$ cat src/rtl/diag_bank_pkg.sv
package diag_bank_pkg;

  // ----------------------------------------
  // Serial link
  // ----------------------------------------
  localparam logic [6:0] DEV_ADDR = 7'h51;
  localparam logic [3:0] BITS_PER_BYTE = 4'h8;

  // ----------------------------------------
  // Byte map of the page
  // ----------------------------------------
  localparam logic [7:0] THR_LAST = 8'h27;
  localparam logic [7:0] CAL_FIRST = 8'h38;
  localparam logic [7:0] CAL_LAST = 8'h5e;
  localparam logic [7:0] OFS_CHECKSUM = 8'h5f;
  localparam logic [7:0] MON_FIRST = 8'h60;
  localparam logic [7:0] MON_LAST = 8'h69;
  localparam logic [7:0] OFS_SOFT_COMMAND_STATUS = 8'h6e;
  localparam logic [7:0] OFS_ALARM_FLAGS_A = 8'h70;
  localparam logic [7:0] OFS_ALARM_FLAGS_B = 8'h71;
  localparam logic [7:0] OFS_TX_INPUT_EQUALIZATION = 8'h72;
  localparam logic [7:0] OFS_RX_OUTPUT_EMPHASIS = 8'h73;
  localparam logic [7:0] OFS_WARNING_FLAGS_A = 8'h74;
  localparam logic [7:0] OFS_WARNING_FLAGS_B = 8'h75;
  localparam logic [7:0] OFS_EXTENDED_SOFT_CONTROL = 8'h76;
  localparam logic [7:0] OFS_CLOCK_RECOVERY_LOCK_STATUS = 8'h77;

  // ----------------------------------------
  // Field positions
  // ----------------------------------------
  localparam int BIT_TX_OFF_PIN = 7;
  localparam int BIT_SOFT_TX_OFF = 6;
  localparam int BIT_TX_RATE_PIN = 5;
  localparam int BIT_RX_RATE_PIN = 4;
  localparam int BIT_SOFT_RX_RATE = 3;
  localparam int BIT_TX_FAULT = 2;
  localparam int BIT_SIGNAL_LOSS = 1;
  localparam int BIT_READY_N = 0;
  localparam int BIT_SOFT_TX_RATE = 3;
  localparam int BIT_POWER_STATE = 1;
  localparam int BIT_TX_LOCK_LOST = 1;
  localparam int BIT_RX_LOCK_LOST = 0;
  localparam int CODE_MSB = 7;
  localparam int CODE_LSB = 4;

  // ----------------------------------------
  // Codes and reset values
  // ----------------------------------------
  localparam logic [3:0] EQ_CODE_MAX = 4'ha;
  localparam logic [7:0] CAL_DEFAULT = 8'h00;
  localparam logic [7:0] CHECKSUM_DEFAULT = 8'h00;
  localparam logic [7:0] THR_RESET = 8'h00;
  localparam logic [3:0] CODE_RESET = 4'h0;
  localparam logic SOFT_RESET = 1'b0;

  // ----------------------------------------
  // Monitor channels
  // ----------------------------------------
  localparam int NUM_MON = 5;
  localparam int THR_BYTES_PER_MON = 8;

  typedef enum logic [3:0] {
    ST_IDLE = 4'b0000,
    ST_DEV = 4'b0001,
    ST_DEV_ACK = 4'b0010,
    ST_SUB = 4'b0011,
    ST_SUB_ACK = 4'b0100,
    ST_WDATA = 4'b0101,
    ST_WACK = 4'b0110,
    ST_RDATA = 4'b0111,
    ST_RACK = 4'b1000
  } link_state_t;

endpackage

$ cat src/rtl/diag_bank.sv
// Function
// - Temperature reads signed 16-bit, 1/256 degree steps
// - Optical powers read unsigned 16-bit, 0.1 uW steps
// - Supply voltage reads unsigned 16-bit value
// - Bias current reads unsigned 16-bit, 2 uA
// - Status bit 7 mirrors transmitter-disable pin
// - Status bit 6 soft disable, ORed with pin
// - Status bits 5,4 mirror rate pins
// - Status bit 3 soft receive rate, ORed
// - Status bits 2,1 mirror fault and loss
// - Status bit 0 reads 0 when data ready
// - Soft control changes act within 100 ms
// - Byte 112 holds eight alarm flags
// - Byte 113 holds receive power alarms
// - Warning bytes mirror alarm byte layout
// - Byte 118 bit 3 soft transmit rate
// - Byte 118 power state reads zero
// - Byte 119 reports clock recovery lock loss
// - Byte 114 high nibble input equalizer code
// - Byte 115 high nibble output boost code
// - Calibration bytes hold fixed defaults
// - Byte 95 holds stored checksum
// - Monitor values at 96-105, MSB first
module diag_bank
  import diag_bank_pkg::*;
(
  input wire logic MCLK_IN,
  input wire logic RST_IN,
  input wire logic CE_IN,
  input wire logic SCL_IN,
  input wire logic SDA_IN,
  output logic SDA_OUT,
  output logic SDA_OE_OUT,
  input wire logic TX_OFF_PIN_IN,
  input wire logic TRANSMIT_RATE_CHOICE_IN,
  input wire logic RECEIVE_RATE_CHOICE_IN,
  input wire logic TX_FAULT_IN,
  input wire logic SIGNAL_LOSS_OUTPUT_IN,
  input wire logic MON_VALID_IN,
  input wire logic TX_LOCK_LOST_FLAG_IN,
  input wire logic RX_LOCK_LOST_FLAG_IN,
  input wire logic [15:0] MON_TEMP_IN,
  input wire logic [15:0] MON_VCC_IN,
  input wire logic [15:0] MON_BIAS_IN,
  input wire logic [15:0] MON_TX_POWER_IN,
  input wire logic [15:0] MON_RX_POWER_IN,
  output logic TX_OFF_OUT,
  output logic TX_HIGH_RATE_OUT,
  output logic RX_HIGH_RATE_OUT,
  output logic [3:0] INPUT_EQUALIZER_CODE_OUT,
  output logic [3:0] OUTPUT_BOOST_CODE_OUT
);

  // ----------------------------------------
  // Pin synchronisers
  // ----------------------------------------
  logic [4:0] sync1;
  logic [4:0] sync2;
  logic scl_d;
  logic sda_d;
  logic scl;
  logic sda;
  logic pin_tx_off;
  logic pin_tx_rate;
  logic pin_rx_rate;

  always_ff @(posedge MCLK_IN or posedge RST_IN)
  begin
    if (RST_IN)
    begin
      sync1 <= 5'h18;
      sync2 <= 5'h18;
      scl_d <= 1'b1;
      sda_d <= 1'b1;
    end
    else if (CE_IN)
    begin
      sync1 <= {SCL_IN, SDA_IN, TX_OFF_PIN_IN, TRANSMIT_RATE_CHOICE_IN, RECEIVE_RATE_CHOICE_IN};
      sync2 <= sync1;
      scl_d <= sync2[4];
      sda_d <= sync2[3];
    end
  end

  assign scl = sync2[4];
  assign sda = sync2[3];
  assign pin_tx_off = sync2[2];
  assign pin_tx_rate = sync2[1];
  assign pin_rx_rate = sync2[0];

  logic scl_rise;
  logic scl_fall;
  logic start_cond;
  logic stop_cond;

  assign scl_rise = scl & ~scl_d;
  assign scl_fall = ~scl & scl_d;
  assign start_cond = scl & scl_d & sda_d & ~sda;
  assign stop_cond = scl & scl_d & ~sda_d & sda;

  // ----------------------------------------
  // Monitor values
  // ----------------------------------------
  logic [15:0] mon [0:NUM_MON-1];

  assign mon[0] = MON_TEMP_IN;
  assign mon[1] = MON_VCC_IN;
  assign mon[2] = MON_BIAS_IN;
  assign mon[3] = MON_TX_POWER_IN;
  assign mon[4] = MON_RX_POWER_IN;

  // ----------------------------------------
  // Threshold store and flag compare
  // ----------------------------------------
  logic [7:0] thr [0:39];
  logic [9:0] next_alarm;
  logic [9:0] next_warn;
  logic [9:0] alarm;
  logic [9:0] warn;

  genvar q;
  generate
    for (q = 0; q < NUM_MON; q = q + 1)
    begin : g_cmp
      localparam int B = q * THR_BYTES_PER_MON;
      logic [15:0] hi_a;
      logic [15:0] lo_a;
      logic [15:0] hi_w;
      logic [15:0] lo_w;
      assign hi_a = {thr[B], thr[B+1]};
      assign lo_a = {thr[B+2], thr[B+3]};
      assign hi_w = {thr[B+4], thr[B+5]};
      assign lo_w = {thr[B+6], thr[B+7]};
      if (q == 0)
      begin : g_signed
        assign next_alarm[9-2*q] = $signed(mon[q]) > $signed(hi_a);
        assign next_alarm[8-2*q] = $signed(mon[q]) < $signed(lo_a);
        assign next_warn[9-2*q] = $signed(mon[q]) > $signed(hi_w);
        assign next_warn[8-2*q] = $signed(mon[q]) < $signed(lo_w);
      end
      else
      begin : g_unsigned
        assign next_alarm[9-2*q] = mon[q] > hi_a;
        assign next_alarm[8-2*q] = mon[q] < lo_a;
        assign next_warn[9-2*q] = mon[q] > hi_w;
        assign next_warn[8-2*q] = mon[q] < lo_w;
      end
    end
  endgenerate

  always_ff @(posedge MCLK_IN or posedge RST_IN)
  begin
    if (RST_IN)
    begin
      alarm <= 10'h000;
      warn <= 10'h000;
    end
    else if (CE_IN)
    begin
      alarm <= next_alarm;
      warn <= next_warn;
    end
  end

  // ----------------------------------------
  // Serial link state
  // ----------------------------------------
  link_state_t st;
  logic [3:0] cnt;
  logic [7:0] shreg;
  logic [7:0] txsh;
  logic [7:0] ptr;
  logic rw;
  logic wr_pulse;
  logic [7:0] rd_byte;

  always_ff @(posedge MCLK_IN or posedge RST_IN)
  begin
    if (RST_IN)
    begin
      st <= ST_IDLE;
      cnt <= 4'h0;
      shreg <= 8'h00;
      txsh <= 8'h00;
      ptr <= 8'h00;
      rw <= 1'b0;
      wr_pulse <= 1'b0;
      SDA_OE_OUT <= 1'b0;
    end
    else if (CE_IN)
    begin
      wr_pulse <= 1'b0;
      if (start_cond)
      begin
        st <= ST_DEV;
        cnt <= 4'h0;
        SDA_OE_OUT <= 1'b0;
      end
      else if (stop_cond)
      begin
        st <= ST_IDLE;
        SDA_OE_OUT <= 1'b0;
      end
      else if (scl_rise)
      begin
        case (st)
          ST_DEV, ST_SUB, ST_WDATA, ST_RDATA:
          begin
            shreg <= {shreg[6:0], sda};
            cnt <= cnt + 4'h1;
          end
          ST_RACK:
          begin
            shreg <= {shreg[6:0], sda};
          end
          default:
          begin
            cnt <= cnt;
          end
        endcase
      end
      else if (scl_fall)
      begin
        case (st)
          ST_DEV:
          begin
            if (cnt == BITS_PER_BYTE)
            begin
              if (shreg[7:1] == DEV_ADDR)
              begin
                st <= ST_DEV_ACK;
                rw <= shreg[0];
                SDA_OE_OUT <= 1'b1;
              end
              else
              begin
                st <= ST_IDLE;
              end
            end
          end
          ST_DEV_ACK:
          begin
            cnt <= 4'h0;
            if (rw)
            begin
              st <= ST_RDATA;
              txsh <= rd_byte;
              SDA_OE_OUT <= ~rd_byte[7];
            end
            else
            begin
              st <= ST_SUB;
              SDA_OE_OUT <= 1'b0;
            end
          end
          ST_SUB:
          begin
            if (cnt == BITS_PER_BYTE)
            begin
              ptr <= shreg;
              st <= ST_SUB_ACK;
              SDA_OE_OUT <= 1'b1;
            end
          end
          ST_SUB_ACK, ST_WACK:
          begin
            cnt <= 4'h0;
            st <= ST_WDATA;
            SDA_OE_OUT <= 1'b0;
          end
          ST_WDATA:
          begin
            if (cnt == BITS_PER_BYTE)
            begin
              wr_pulse <= 1'b1;
              st <= ST_WACK;
              SDA_OE_OUT <= 1'b1;
            end
          end
          ST_RDATA:
          begin
            if (cnt == BITS_PER_BYTE)
            begin
              st <= ST_RACK;
              ptr <= ptr + 8'h01;
              SDA_OE_OUT <= 1'b0;
            end
            else
            begin
              txsh <= {txsh[6:0], 1'b0};
              SDA_OE_OUT <= ~txsh[6];
            end
          end
          ST_RACK:
          begin
            if (shreg[0])
            begin
              st <= ST_IDLE;
            end
            else
            begin
              st <= ST_RDATA;
              cnt <= 4'h0;
              txsh <= rd_byte;
              SDA_OE_OUT <= ~rd_byte[7];
            end
          end
          default:
          begin
            st <= ST_IDLE;
          end
        endcase
      end
      if (wr_pulse)
      begin
        ptr <= ptr + 8'h01;
      end
    end
  end

  always_ff @(posedge MCLK_IN or posedge RST_IN)
  begin
    if (RST_IN)
    begin
      SDA_OUT <= 1'b0;
    end
    else if (CE_IN)
    begin
      SDA_OUT <= 1'b0;
    end
  end

  // ----------------------------------------
  // Writable bytes
  // ----------------------------------------
  logic soft_tx_off;
  logic soft_rx_rate;
  logic soft_tx_rate;
  logic [3:0] eq_code;
  logic [3:0] boost_code;

  always_ff @(posedge MCLK_IN or posedge RST_IN)
  begin
    if (RST_IN)
    begin
      soft_tx_off <= SOFT_RESET;
      soft_rx_rate <= SOFT_RESET;
      soft_tx_rate <= SOFT_RESET;
      eq_code <= CODE_RESET;
      boost_code <= CODE_RESET;
    end
    else if (CE_IN && wr_pulse)
    begin
      case (ptr)
        OFS_SOFT_COMMAND_STATUS:
        begin
          soft_tx_off <= shreg[BIT_SOFT_TX_OFF];
          soft_rx_rate <= shreg[BIT_SOFT_RX_RATE];
        end
        OFS_EXTENDED_SOFT_CONTROL:
        begin
          soft_tx_rate <= shreg[BIT_SOFT_TX_RATE];
        end
        OFS_TX_INPUT_EQUALIZATION:
        begin
          if (shreg[CODE_MSB:CODE_LSB] <= EQ_CODE_MAX)
          begin
            eq_code <= shreg[CODE_MSB:CODE_LSB];
          end
        end
        OFS_RX_OUTPUT_EMPHASIS:
        begin
          boost_code <= shreg[CODE_MSB:CODE_LSB];
        end
        default:
        begin
          eq_code <= eq_code;
        end
      endcase
    end
  end

  always_ff @(posedge MCLK_IN or posedge RST_IN)
  begin
    if (RST_IN)
    begin
      for (int i = 0; i <= 39; i++)
      begin
        thr[i] <= THR_RESET;
      end
    end
    else if (CE_IN && wr_pulse && ptr <= THR_LAST)
    begin
      thr[ptr[5:0]] <= shreg;
    end
  end

  // ----------------------------------------
  // Control outputs
  // ----------------------------------------
  always_ff @(posedge MCLK_IN or posedge RST_IN)
  begin
    if (RST_IN)
    begin
      TX_OFF_OUT <= 1'b1;
      TX_HIGH_RATE_OUT <= 1'b0;
      RX_HIGH_RATE_OUT <= 1'b0;
      INPUT_EQUALIZER_CODE_OUT <= CODE_RESET;
      OUTPUT_BOOST_CODE_OUT <= CODE_RESET;
    end
    else if (CE_IN)
    begin
      TX_OFF_OUT <= pin_tx_off | soft_tx_off;
      TX_HIGH_RATE_OUT <= pin_tx_rate | soft_tx_rate;
      RX_HIGH_RATE_OUT <= pin_rx_rate | soft_rx_rate;
      INPUT_EQUALIZER_CODE_OUT <= eq_code;
      OUTPUT_BOOST_CODE_OUT <= boost_code;
    end
  end

  // ----------------------------------------
  // Read data
  // ----------------------------------------
  logic [7:0] mon_idx;
  logic [15:0] mon_sel;

  always_comb
  begin
    mon_idx = ptr - MON_FIRST;
    mon_sel = 16'h0000;
    for (int i = 0; i < NUM_MON; i++)
    begin
      if (mon_idx[3:1] == i[2:0])
      begin
        mon_sel = mon[i];
      end
    end
    rd_byte = 8'h00;
    if (ptr <= THR_LAST)
    begin
      rd_byte = thr[ptr[5:0]];
    end
    else if (ptr >= CAL_FIRST && ptr <= CAL_LAST)
    begin
      rd_byte = CAL_DEFAULT;
    end
    else if (ptr == OFS_CHECKSUM)
    begin
      rd_byte = CHECKSUM_DEFAULT;
    end
    else if (ptr >= MON_FIRST && ptr <= MON_LAST)
    begin
      rd_byte = mon_idx[0] ? mon_sel[7:0] : mon_sel[15:8];
    end
    else
    begin
      case (ptr)
        OFS_SOFT_COMMAND_STATUS:
        begin
          rd_byte[BIT_TX_OFF_PIN] = pin_tx_off;
          rd_byte[BIT_SOFT_TX_OFF] = soft_tx_off;
          rd_byte[BIT_TX_RATE_PIN] = pin_tx_rate;
          rd_byte[BIT_RX_RATE_PIN] = pin_rx_rate;
          rd_byte[BIT_SOFT_RX_RATE] = soft_rx_rate;
          rd_byte[BIT_TX_FAULT] = TX_FAULT_IN;
          rd_byte[BIT_SIGNAL_LOSS] = SIGNAL_LOSS_OUTPUT_IN;
          rd_byte[BIT_READY_N] = ~MON_VALID_IN;
        end
        OFS_ALARM_FLAGS_A: rd_byte = alarm[9:2];
        OFS_ALARM_FLAGS_B: rd_byte = {alarm[1:0], 6'h00};
        OFS_WARNING_FLAGS_A: rd_byte = warn[9:2];
        OFS_WARNING_FLAGS_B: rd_byte = {warn[1:0], 6'h00};
        OFS_TX_INPUT_EQUALIZATION: rd_byte = {eq_code, 4'h0};
        OFS_RX_OUTPUT_EMPHASIS: rd_byte = {boost_code, 4'h0};
        OFS_EXTENDED_SOFT_CONTROL:
        begin
          rd_byte[BIT_SOFT_TX_RATE] = soft_tx_rate;
          rd_byte[BIT_POWER_STATE] = 1'b0;
        end
        OFS_CLOCK_RECOVERY_LOCK_STATUS:
        begin
          rd_byte[BIT_TX_LOCK_LOST] = TX_LOCK_LOST_FLAG_IN;
          rd_byte[BIT_RX_LOCK_LOST] = RX_LOCK_LOST_FLAG_IN;
        end
        default: rd_byte = 8'h00;
      endcase
    end
  end

endmodule

$ cat config.mk
export PLATFORM = sky130hd
export DESIGN_NAME = diag_bank
export DESIGN_NICKNAME = d
export VERILOG_FILES = /design/src/rtl/diag_bank_pkg.sv /design/src/rtl/diag_bank.sv
export SDC_FILE = /design/constraint.sdc
export NUM_CORES = 1
export LEC_CHECK = 0
export BUFFER_PORTS_ARGS = -buffer_cell sky130_fd_sc_hd__buf_4
export CAP_MARGIN = 20
export CELL_PAD_IN_SITES_DETAIL_PLACEMENT = 2
export CELL_PAD_IN_SITES_GLOBAL_PLACEMENT = 2
export CORE_UTILIZATION = 37
export CTS_CLUSTER_SIZE = 10
export DETAILED_ROUTE_END_ITERATION = 8
export PLACE_DENSITY = 0.79
export SYNTH_ARGS = -nofsm -noshare
export SYNTH_HDL_FRONTEND = slang
export SYNTH_SLANG_ARGS = --single-unit
$ cat constraint.sdc
create_clock -name MCLK_IN -period 14.6 [get_ports MCLK_IN]
set_input_delay 3.65 -clock MCLK_IN [delete_from_list [all_inputs] [get_ports MCLK_IN]]
set_output_delay 3.65 -clock MCLK_IN [all_outputs]
set_load 0.05 [all_outputs]
---- Word level (Yosys, flattened, before mapping) ----
Index checks and enable logic that the tools add are counted.
operators by class
  add/subtract/negate cells ............... 3
  order comparisons ....................... 28
  eq/ne operators ......................... 43
  muxes and demuxes ....................... 69
  bitwise logic cells ..................... 21
  reductions and logical operators ........ 29
operators by type and width
  operator                                                                           number
  320-bit bitwise mux                                                                1
  16-bit greater-than comparator                                                     10
  16-bit < comparator                                                                10
  8-bit two-way mux                                                                  15
  8-bit by 7-bit equality test with 1-bit output (second input constant)             10
  16-bit two-way mux                                                                 5
  4-bit two-way mux                                                                  14
  4-bit case mux with 7 select lines                                                 2
  8-bit binary-select mux with 6-bit select                                          1
  8-bit demux with 6-bit select                                                      1
  4-bit inequality test (second input constant)                                      7
  8-bit AND reduction                                                                3
  7-bit two-way mux                                                                  3
  7-bit case mux with 3 select lines                                                 1
  4-bit by 3-bit equality test with 1-bit output (second input constant)             4
  8-bit by 7-bit less-or-equal comparator with 1-bit output (second input constant)  2
  1-bit two-way mux                                                                  16
  8-bit case mux with 2 select lines                                                 1
  1-bit case mux with 4 select lines                                                 3
  3-bit nonzero test                                                                 4
  1-bit inverter                                                                     10
  9-bit AND reduction                                                                1
  8-bit by 1-bit adder with 8-bit output (second input constant)                     1
  4-bit by 2-bit equality test with 1-bit output (second input constant)             2
  41 further kinds                                                                   66
storage, ports and cells
  register bits ........................... 408
  input port bits ......................... 93
  output and inout bits ................... 13
  word-level logic and storage cells ...... 257

---- Longest topological paths before layout ----
Gate-level depths: netlist of the first run.
  depth after elaboration ................. 19
  depth in mapped cells ................... 14
  depth with buffers taken out ............ 9

---- Least setup slack after synthesis of the first run ----
No wires, ideal clock.
  path type ............................... in2reg
  from .................................... in MON_TEMP_IN[9]
  to ...................................... reg alarm[9]
  library setup time ...................... 0.123 ns
  arrival ................................. 5.039 ns
  required time ........................... 14.477 ns
  setup slack ............................. 9.439 ns
  stages .................................. 8
  buffers on the path ..................... 0
  cell sequence ........................... ha_1 -> a21o_1 -> a221o_1 -> a21o_1 -> a21oi_1 -> o21ai_0 -> mux2i_1 -> o2bb2ai_1
on the way
  word-level cells in the longest chain between the ends .. 1
RTL lines
  what                            RTL line          RTL
  start, declared                 diag_bank.sv:42   input wire logic [15:0] MON_TEMP_IN,
  16-bit greater-than comparator  diag_bank.sv:136  assign next_alarm[9-2*q] = $signed(mon[q]) > $signed(hi_a);
  end signal, assigned            diag_bank.sv:160  alarm <= next_alarm;
  end, declared                   diag_bank.sv:118  logic [9:0] alarm;
No other way between the ends.
A chain may end at the register's enable or synchronous reset.

---- Worst setup path after layout of the first run ----
  from .................................... in CE_IN
  to ...................................... reg txsh[0]
on the way
  word-level cells in the longest chain between the ends .. 1
RTL lines
  what                           RTL line          RTL
  start, declared                diag_bank.sv:29   input wire logic CE_IN,
  9-bit AND reduction (no line)  --
  end signal, assigned           diag_bank.sv:247  txsh <= rd_byte;
  end signal, assigned           diag_bank.sv:290  txsh <= {txsh[6:0], 1'b0};
  end signal, assigned           diag_bank.sv:304  txsh <= rd_byte;
  end, declared                  diag_bank.sv:171  logic [7:0] txsh;
No other way between the ends.

==> out/metrics.yaml, run 1 <==
outcome:
  outcome: "complete, but fails checks"
  violated_checks: "DRC"
global_routing:
  antenna_found_initial: 2
  number_of_global_route_vias_before_repair: 27560
  overflow: 0
  global_route.usage.total_pct: 32.52
  grt_pass1_wl_um: 181300
  grt_max_degree: 184
yosys:
  synth_largest_type_area_fraction_pct: 36.62
  synth.ff_latch_count: 408
  yosysWarningCount: 0
  number_of_enable_type_register_cells_in_the_synthesized_netlist: 0
  average_footprint_of_a_synthesized_cell_um2: 9.233
  netlist-cell-type-count: 78
  synth-main-ff-cell: "dfrtp_1"
  yosys.area.top_type: "dfrtp_1"
  synth.area.top_cells: "dfrtp_1, ha_1, mux2_2"
  synth-seq-area-share_pct: 37.29
  synthesis.instances: 2968
  fraction_of_registers_with_async_set_reset_pct: 100.0
  syn-cell-area_um2: 27400
  syn_nets: 3380
clocking:
  clk_path_buf_depth: 3
  cts_inserted_buffers: 52
  postCtsResizedCells: 0
  clkTransAtPathRegs_ns: 0.06
  cts.sinks: 408
  cts_hold_buffers: 0
  ctsRootBufferMaster: "clkbuf_16"
  clk-insertion-delay-late_ns: 0.63
  ctsHtreeMaxLevel: 2
  cts_tree: "built"
  cts_post_setup_buffers_inserted: 0
die:
  floorplan.initialDensity_pct: 37.50
  die_height_um: 274.1
  rows: 99
  io_pins: 106
  area_of_the_die_um2: 75160
  core_um2: 73080
  fp.dieW_um: 274.1
route:
  drc: 8
  num_vias: 24960
  detail_route.iter0.violations: 1797
  totalWireLength_um: 122000
  route.detailed.vias_per_inst: 6.240
  detail_route.wl_per_cell_um: 30.51
  drtPass1Iterations: 7
  detail-route-antenna-nets: 0
power:
  ir_worst_vdd_mv: 0.07406
  power.total_w: 0.002973
  cellPowerDensity_nw_per_um2: 97.00
  p_leak_nw: 14.83
worst_setup_path:
  rr_startpoint: "ptr[0]"
  crit_path_top_delay_cell: "buf_4"
  end_kind: "flip-flop"
  reg2reg_to: "txsh[3]"
  rrSetupSlack_ns: 10.01
  cpLargestDelayFamily: "compound AO/OA/AOI/OAI gates"
  timing.setup.critical_path_class: "primary input to flip-flop"
  crit_arrival_ns: 6.19
  cp_data_required_time_ns: 15.09
  worstPathBufferInverterCount: 3
  critical_path.most_common_cell: "buf_4"
  crit_path_max_fanout: 46
  path_depth: 8
  cp-start-kind: "primary input"
  worst_r2r_path_depth: 7
  crit_chain: "buf_4 > buf_4 > inv_1 > a2111o_1 > a21oi_1 > o21ai_0 > a32oi_1 > o41ai_1"
  cpPeakStageDelay_ns: 0.54
  critPathLaunch: "CE_IN"
  worst_setup_path_endpoint: "txsh[0]"
hold_path:
  min-delay-path-class: "flip-flop to flip-flop"
timing:
  finalClockSkew_ns: 0.04532
  accumulated_negative_setup_slack_ns: 0
  timing.final.max_slew_violations: 0
  timing.final.setup_violations: 0
  rsz0062_at_grt: "no"
  fmax_mhz: 175.3
  max_slew.worst_pin.slew_ns: 1.275
  fin_crit_ns: 5.704
  max-slew-margin-rel_pct: 14.98
  final_min_period_over_clock_period_pct: 39.07
  timing_hold_violations_final: 0
run:
  maxCapViolCount: 0
layout:
  number_of_inserted_diodes: 0
  drive_gt1_share_pct: 14.34
  layout_common_cells: "dfrtp_1, nand2_1, inv_1"
  sequential_cell_area_um2: 10250
  syn2layout_area_growth_pct: 11.84
  combined_area_of_the_multi_input_logic_cells_um2: 15260
  layout.nets: 3417
  most_common_cell_after_layout_fill_and_taps_aside: "dfrtp_1"
  layout.filler_cells: 7905
placement:
  gpl.final_weighted_congestion: 0.9351
  dp_hpwl_um: 86390
  io_buffers: 104
worst min-delay path by stage:
stage | start | end | slack, ns | cells past startpoint
global placement | txsh[0] | txsh[0] | 0.47 | 2
finish | sync1[4] | sync2[4] | 0.51 | 2
CTS | warn[6] | warn[6] | 0.50 | 2
floorplan | alarm[9] | alarm[9] | 0.45 | 1
global route | sync1[4] | sync2[4] | 0.52 | 2
detailed placement | warn[6] | warn[6] | 0.48 | 2
worst min-delay path, delay by kind of cell, from the launching register on:
family	cells	cell delay, ns
AO/OA/AOI/OAI	1	0.08
flip-flops	1	0.37
AND/OR/NAND/NOR	1	0.05
metrics by stage:
step / area [um^2] / worst slack, ns / hold slack [ns] / instances / utilization (%)
floorplan: 27410 / 5.458 / 0.4541 / 2968 / -
finish: 30650 / 8.896 / 0.5057 / 3999 / 41.94
CTS: 30620 / 8.961 / 0.5017 / 3996 / 41.90
global placement: 29020 / 8.417 / 0.4679 / 3907 / 39.71
global route: 30650 / 8.698 / 0.5163 / 3999 / 41.94
detailed placement: 29020 / 8.301 / 0.4830 / 3907 / 39.71
area by class of cell:
cell class	count	share of cell area (%)
Sequential cell	408	33.45
Tap cell	959	3.915
Clock inverter	12	0.3838
Timing Repair Buffer	136	3.384
Inverter	343	4.213
Multi-Input combinational cell	2064	49.81
Clock buffer	77	4.846
synth_stat cells (14+ instances only):
cell         n
ha_1       319
inv_1      341
o2111ai_1   14
o211ai_1    16
a22oi_1     17
clkbuf_1    90
o22ai_1     27
nor2_1     128
and4_1      16
a21o_1      55
o31ai_1     15
buf_2       51
o21a_1      18
o21ai_0    333
a211oi_1    19
mux4_2      35
mux2_2     149
a221oi_1    44
a31oi_1     24
a21oi_1    133
o221ai_1    18
mux2i_1     64
dfrtp_1    401
nand4_1     33
nand2b_1    24
nor2b_1     32
nor4_1      18
nor3_1      21
nand2_1    351
nand3_1     32
state kept, by name, summed over array words and instances (netlist names), 7 cells and up:
register	flops
g_cmp.lo_a	80
g_cmp.hi_w	80
warn	10
txsh	7
g_cmp.hi_a	80
shreg	8
alarm	10
ptr	8
g_cmp.lo_w	80
report_power, final:
part	switching, W	internal [W]
clock	0.000544	0.000718
sequential	0.000154	0.00116
combinational	0.000287	0.000110
total	0.000985	0.00199
per-layer routing:
metal  vias to the layer above  part of all wire [%]  GRT usage (%)
met1                     13090                    41          41.17
met4                         2                   5.2          15.85
met5                         -                 0.011              0
met3                       309                   6.4          4.799
met2                       933                    47          54.14
li1                      10630                     -              -
logic make-up (layout without fill, tap and decap cells):
family / Yosys count / after routing / synth area share (%)
compound gates: 797 / 797 / 18.05
xor+xnor: 1 / 1 / 0.03197
fa+ha+maj: 319 / 319 / 14.56
buf+inv: 496 / 568 / 7.054
flops: 408 / 408 / 37.29
mux: 248 / 248 / 11.34
other cells: 1 / 1 / 0.01368
simple gates: 698 / 698 / 11.66
Note: power is estimated with default switching activity, not from simulation.
==> inputs of run 2 (changes only) <==
Settings changed: CORE_UTILIZATION 37 to 40, PLACE_DENSITY 0.79 to 0.81.
Clock period 14.6 ns to 5.35 ns, I/O delays scaled along.
==> run 2 against run 1 <==
  * The run now ends clean
  * Clock skew is 0.024 ns lower
  * Utilization rose by 3.5 points
  * Total power rose to 2.8 times the previous value
  * Final area increased by 0.19%
  * Cell count fell by 1.9%
  * Critical path depth did not move
  * Combinational power rose to 3.1 times the previous value
  * Via count up 1.5%
==> out/metrics.yaml, run 2 (synthesized netlist as in run 1, its figures left out) <==
clocking:
  cts_post_setup_buffers_inserted: 0  # unchanged
  cts_inserted_buffers: 52  # unchanged
  clkTransAtPathRegs_ns: 0.06  # about the same
  clk-insertion-delay-late_ns: 0.62  # about the same
  cts_tree: "built"
  cts.sinks: 408  # unchanged
  postCtsResizedCells: 0  # unchanged
  ctsRootBufferMaster: "clkbuf_16"
  cts_hold_buffers: 0  # unchanged
  clk_path_buf_depth: 3  # unchanged
  ctsHtreeMaxLevel: 2  # unchanged
global_routing:
  number_of_global_route_vias_before_repair: 28040  # +1.7%
  overflow: 0  # unchanged
  grt_pass1_wl_um: 186400  # +2.8%
  grt_max_degree: 149  # -19%
  antenna_found_initial: 4  # +2
  global_route.usage.total_pct: 35.88  # +3.4 points
layout:
  syn2layout_area_growth_pct: 12.05
  layout.nets: 3423  # +0.18%
  final_area_um2: 30710  # +0.19%
  layout_common_cells: "dfrtp_1, nand2_1, inv_1"
  most_common_cell_after_layout_fill_and_taps_aside: "dfrtp_1"
  final_cell_count_no_fill: 3924  # -1.9%
  drive_gt1_share_pct: 14.50  # +0.15 points
power:
  cellPowerDensity_nw_per_um2: 270.8  # +180%
  p_leak_nw: 14.91  # +0.55%
  switching_share_pct: 32.91  # -0.21 points
  switching_power_w: 0.002737  # +180%
  internal_power_w: 0.005580  # +180%
  power.total_w: 0.008316  # +180%
  clock_power_share_pct: 43.2  # +0.8 points
  comb_power_share_pct: 14.9  # +1.5 points
  pwr-share-seq_pct: 41.9  # -2.3 points
  ir_worst_vdd_mv: 0.2426  # +230%
timing:
  final_min_period_over_clock_period_pct: 76.68
  accumulated_negative_setup_slack_ns: 0  # unchanged
  timing.final.max_slew_violations: 0  # unchanged
  rsz0062_at_grt: "no"
  finalClockSkew_ns: 0.02138  # -0.02394 ns
  fmax_mhz: 243.8
  max-slew-margin-rel_pct: 20.13  # +5.2 points
  timing_hold_violations_final: 0  # unchanged
  max_slew.worst_pin.slew_ns: 1.198  # -0.07739 ns
  timing.final.setup_violations: 0  # unchanged
  holdWs_ns: 0.4931  # -0.01262 ns
  fin_crit_ns: 4.102
worst_setup_path:
  worst_r2r_path_depth: 8  # +1
  reg2reg_to: "txsh[3]"
  timing.setup.critical_path_class: "flip-flop to flip-flop"
  cp_data_required_time_ns: 5.81  # -9.28 ns
  worst_setup_path_endpoint: "txsh[3]"
  cp-start-kind: "flip-flop"
  rrSetupSlack_ns: 1.25  # -8.76 ns
  rr_startpoint: "ptr[1]"
  critPathLaunch: "ptr[1]"
  crit_arrival_ns: 4.56  # -1.63 ns
  crit_path_max_fanout: 50  # +8.7%
  end_kind: "flip-flop"
placement:
  cell_area_after_placement_um2: 28980  # -0.14%
  io_buffers: 104  # unchanged
  gpl.final_weighted_congestion: 0.9754  # +4.3%
  dp_hpwl_um: 88310  # +2.2%
  numPlacedInstances: 3826  # -2.1%
die:
  fp.dieW_um: 263.7  # -3.8%
  die_height_um: 263.7  # -3.8%
  core_um2: 67510  # -7.6%
  area_of_the_die_um2: 69560  # -7.4%
  floorplan.initialDensity_pct: 40.59  # +3.1 points
  rows: 95  # -4.0%
  io_pins: 106  # unchanged
route:
  drtPass1Iterations: 5  # -2
  detail_route.wl_per_cell_um: 32.15  # +5.4%
  detail_route.iter0.violations: 2068  # +15%
  num_vias: 25330  # +1.5%
  drc: 0  # -8
  route.detailed.vias_per_inst: 6.455  # +3.4%
  totalWireLength_um: 126100  # +3.4%
  detail-route-antenna-nets: 0  # unchanged
outcome:
  outcome: "complete, no violations"
run:
  maxCapViolCount: 0  # unchanged
hold_path:
  min-delay-path-class: "flip-flop to flip-flop"
[run 2: layout make-up]
type / instances / area [um^2]
inverters: 343 / 1291
repair buffers: 142 / 1126
multi-input cells: 2064 / 15260
diodes: 2 / 5.005
clock inverters: 7 / 95.09
flip-flops and latches: 408 / 10250
clock buffers: 85 / 1587
fillers: 7177 / 36810
well taps: 873 / 1092
[run 2: how the worst min path moves through the flow]
stage	start	to	slack [ns]	cells after the start
2_1_floorplan	alarm[9]	alarm[9]	0.45	1
3_3_place_gp	alarm[2]	alarm[2]	0.47	2
3_5_place_dp	warn[9]	warn[9]	0.49	1
4_1_cts	sync1[4]	sync2[4]	0.50	2
5_1_grt	warn[9]	warn[9]	0.51	1
6_report	sync1[4]	sync2[4]	0.49	2
[run 2: power by group through the flow]
stage | Sequential, W | Clock (W) | Combinational (W)
after global routing | 0.00348 | 0.00372 | 0.00127
after floorplan | 0.00327 | 0 | 0.000679
after detailed placement | 0.00352 | 0 | 0.00118
after global placement | 0.00351 | 0 | 0.00112
after CTS | 0.00347 | 0.00363 | 0.00120
final | 0.00348 | 0.00360 | 0.00124
[run 2: through the flow]
stage | util, % | worst slack [ns]
global route | 45.48 | 1.149
finish | 45.48 | 1.248
detailed placement | 42.92 | 1.350
floorplan | - | -1.479
CTS | 45.41 | 1.456
global placement | 42.92 | 1.525
[run 2: routing by layer]
| metal | part of all wire [%] | up-vias | global-route usage (%) |
|---|---|---|---|
| met5 | 0.0087 | - | 0 |
| met4 | 5.8 | 2 | 19.00 |
| met3 | 6.7 | 408 | 5.723 |
| met2 | 47 | 1075 | 59.01 |
| met1 | 41 | 13230 | 45.35 |
| li1 | - | 10620 | - |
[run 2: critical path, cell delays in order, from the launching register on]
cell and delay (ns):
dfrtp_4 0.93, clkinv_1 0.24, buf_4 0.27, nand2_1 0.61, o22ai_1 0.25, a221oi_1 0.53, o22ai_1 0.16, o41ai_1 0.69
a21oi_1 0.19
==> inputs of run 3 (changes only) <==
Clock period 5.35 ns to 3.8 ns, I/O delays scaled along.
==> run 3 against run 2 <==
  * Cell count is 0.97% higher
  * Worst hold slack better by 0.0052 ns
  * Final area is 1.1% higher
  * Combinational power is 69% higher
  * Critical path type unchanged
==> out/metrics.yaml, run 3 (synthesized netlist as in run 1, its figures left out) <==
timing:
  timing.final.setup_violations: 0  # unchanged
  rsz0062_at_grt: "no"
  fin_crit_ns: 3.232  # -0.8706 ns
  timing_hold_violations_final: 0  # unchanged
  accumulated_negative_setup_slack_ns: 0  # unchanged
  holdWs_ns: 0.4982  # +0.005175 ns
  timing.final.max_slew_violations: 0  # unchanged
  finalClockSkew_ns: 0.02195  # +0.0005740 ns
  fmax_mhz: 309.4  # +27%
  final_min_period_over_clock_period_pct: 85.05  # +8.4 points
  max-slew-margin-rel_pct: 24.31  # +4.2 points
  max_slew.worst_pin.slew_ns: 1.131  # -0.06683 ns
power:
  cellPowerDensity_nw_per_um2: 375.2  # +39%
  ir_worst_vdd_mv: 0.3857  # +59%
  pwr-share-seq_pct: 39.4  # -2.5 points
  p_leak_nw: 15.14  # +1.6%
  switching_share_pct: 32.61  # -0.29 points
  clock_power_share_pct: 42.7  # -0.5 points
  comb_power_share_pct: 17.9  # +3.0 points
  switching_power_w: 0.003798  # +39%
  internal_power_w: 0.007847  # +41%
  power.total_w: 0.01165  # +40%
placement:
  io_buffers: 104  # unchanged
  cell_area_after_placement_um2: 29380  # +1.4%
  dp_hpwl_um: 90760  # +2.8%
  gpl.final_weighted_congestion: 0.9781  # +0.28%
layout:
  syn2layout_area_growth_pct: 13.25
  most_common_cell_after_layout_fill_and_taps_aside: "dfrtp_1"
  layout.filler_cells: 7222  # +0.63%
  layout.nets: 3469  # +1.3%
  layout_common_cells: "dfrtp_1, nand2_1, inv_1"
  drive_gt1_share_pct: 15.77  # +1.3 points
  finish.utilization_pct: 45.97  # +0.49 points
  final_area_um2: 31030  # +1.1%
die:
  rows: 95  # unchanged
  die_height_um: 263.7  # unchanged
  io_pins: 106  # unchanged
  core_um2: 67510  # unchanged
  fp.dieW_um: 263.7  # unchanged
  floorplan.initialDensity_pct: 40.59  # unchanged
  area_of_the_die_um2: 69560  # unchanged
hold_path:
  min-delay-path-class: "flip-flop to flip-flop"
  min_delay_startpoint: "sync1[4]"
clocking:
  ctsRootBufferMaster: "clkbuf_16"
  cts_hold_buffers: 0  # unchanged
  cts_post_setup_buffers_inserted: 0  # unchanged
  postCtsResizedCells: 0  # unchanged
  ctsHtreeMaxLevel: 2  # unchanged
  cts_tree: "built"
  cts_inserted_buffers: 52  # unchanged
  clk-insertion-delay-late_ns: 0.61  # about the same
  clkTransAtPathRegs_ns: 0.06  # about the same
  cts.sinks: 408  # unchanged
  clk_path_buf_depth: 3  # unchanged
worst_setup_path:
  rr_startpoint: "ptr[2]"
  critPathLaunch: "ptr[2]"
  cp-start-kind: "flip-flop"
  end_kind: "flip-flop"
  timing.setup.critical_path_class: "flip-flop to flip-flop"
  cp_data_required_time_ns: 4.25  # -1.56 ns
  crit_path_max_fanout: 65  # +30%
  crit_arrival_ns: 3.69  # -0.87 ns
route:
  detail-route-antenna-nets: 0  # unchanged
  num_vias: 25270  # -0.23%
  totalWireLength_um: 126000  # -0.11%
  detail_route.iter0.violations: 1947  # -5.9%
  route.detailed.vias_per_inst: 6.379  # -1.2%
  detail_route.wl_per_cell_um: 31.81  # -1.1%
  drc: 0  # unchanged
  drtPass1Iterations: 6  # +1
global_routing:
  grt_max_degree: 104  # -30%
  overflow: 0  # unchanged
  global_route.usage.total_pct: 36.09  # +0.21 points
  number_of_global_route_vias_before_repair: 28350  # +1.1%
  grt_pass1_wl_um: 187100  # +0.40%
  antenna_found_initial: 4  # unchanged
outcome:
  outcome: "complete, no violations"
run:
  maxCapViolCount: 0  # unchanged
[run 3: cell count changes in the layout (fill, tap and decap cells not counted), sizes merged]
cell,before,now
clkinv,4,5
diode,2,1
buf,141,188
clkinvlp,2,1
clkbuf,86,79
inv,342,341
[run 3: power by group through the flow]
stage | logic, W | registers [W] | clock network [W]
final | 0.00209 | 0.00459 | 0.00497
after global placement | 0.00191 | 0.00465 | 0
after detailed placement | 0.00199 | 0.00466 | 0
after CTS | 0.00201 | 0.00459 | 0.00502
after global routing | 0.00214 | 0.00460 | 0.00516
after floorplan | 0.000956 | 0.00461 | 0
[run 3: final cells by class]
| class | count | area, um^2 | area share, % |
|---|---|---|---|
| diodes | 1 | 2.502 | 0.008063 |
| clock inverters | 6 | 83.83 | 0.2701 |
| repair buffers | 188 | 1499 | 4.830 |
| flip-flops and latches | 408 | 10240 | 32.99 |
| multi-input cells | 2064 | 15260 | 49.18 |
| inverters | 343 | 1291 | 4.161 |
| well taps | 873 | 1092 | 3.520 |
| clock buffers | 79 | 1564 | 5.040 |
[run 3: critical path, stage by stage (launching register included)]
cell	delay, ns
dfrtp_4	0.74
buf_12	0.38
nand2b_1	0.50
o22ai_1	0.19
a21oi_1	0.17
o21ai_0	0.17
o311a_1	0.17
a211oi_1	0.41
o311ai_0	0.20
[run 3: stage by stage]
stage,cells,setup WS [ns]
final,3962,0.5682
after global routing,3962,0.4893
after CTS,3961,0.7176
after detailed placement,3876,0.7189
after global placement,3876,0.7700
after floorplan,2968,-2.642
[run 3: path summary, 6_finish.rpt]
kind / end / cells after the start / slack (ns)
worst max-delay path: txsh[6] / 8 / 0.57
worst min-delay path: sync2[4] / 2 / 0.50
worst max register to register: txsh[6] / 8 / 0.57
worst min register to register: sync2[4] / 2 / 0.50
max in group asynchronous: g_cmp[3].lo_a[11] / 3 / 2.15
min in group asynchronous: g_cmp[0].hi_w[7] / 2 / 0.56
[run 3: per-layer routing]
| metal | global-route usage (%) | routed length [um] | up-vias |
|---|---|---|---|
| li1 | - | - | 10710 |
| met1 | 45.33 | 51420 | 13140 |
| met2 | 58.89 | 58390 | 1009 |
| met3 | 6.255 | 8422 | 405 |
| met4 | 19.97 | 7759 | 4 |
| met5 | 0 | 26 | - |
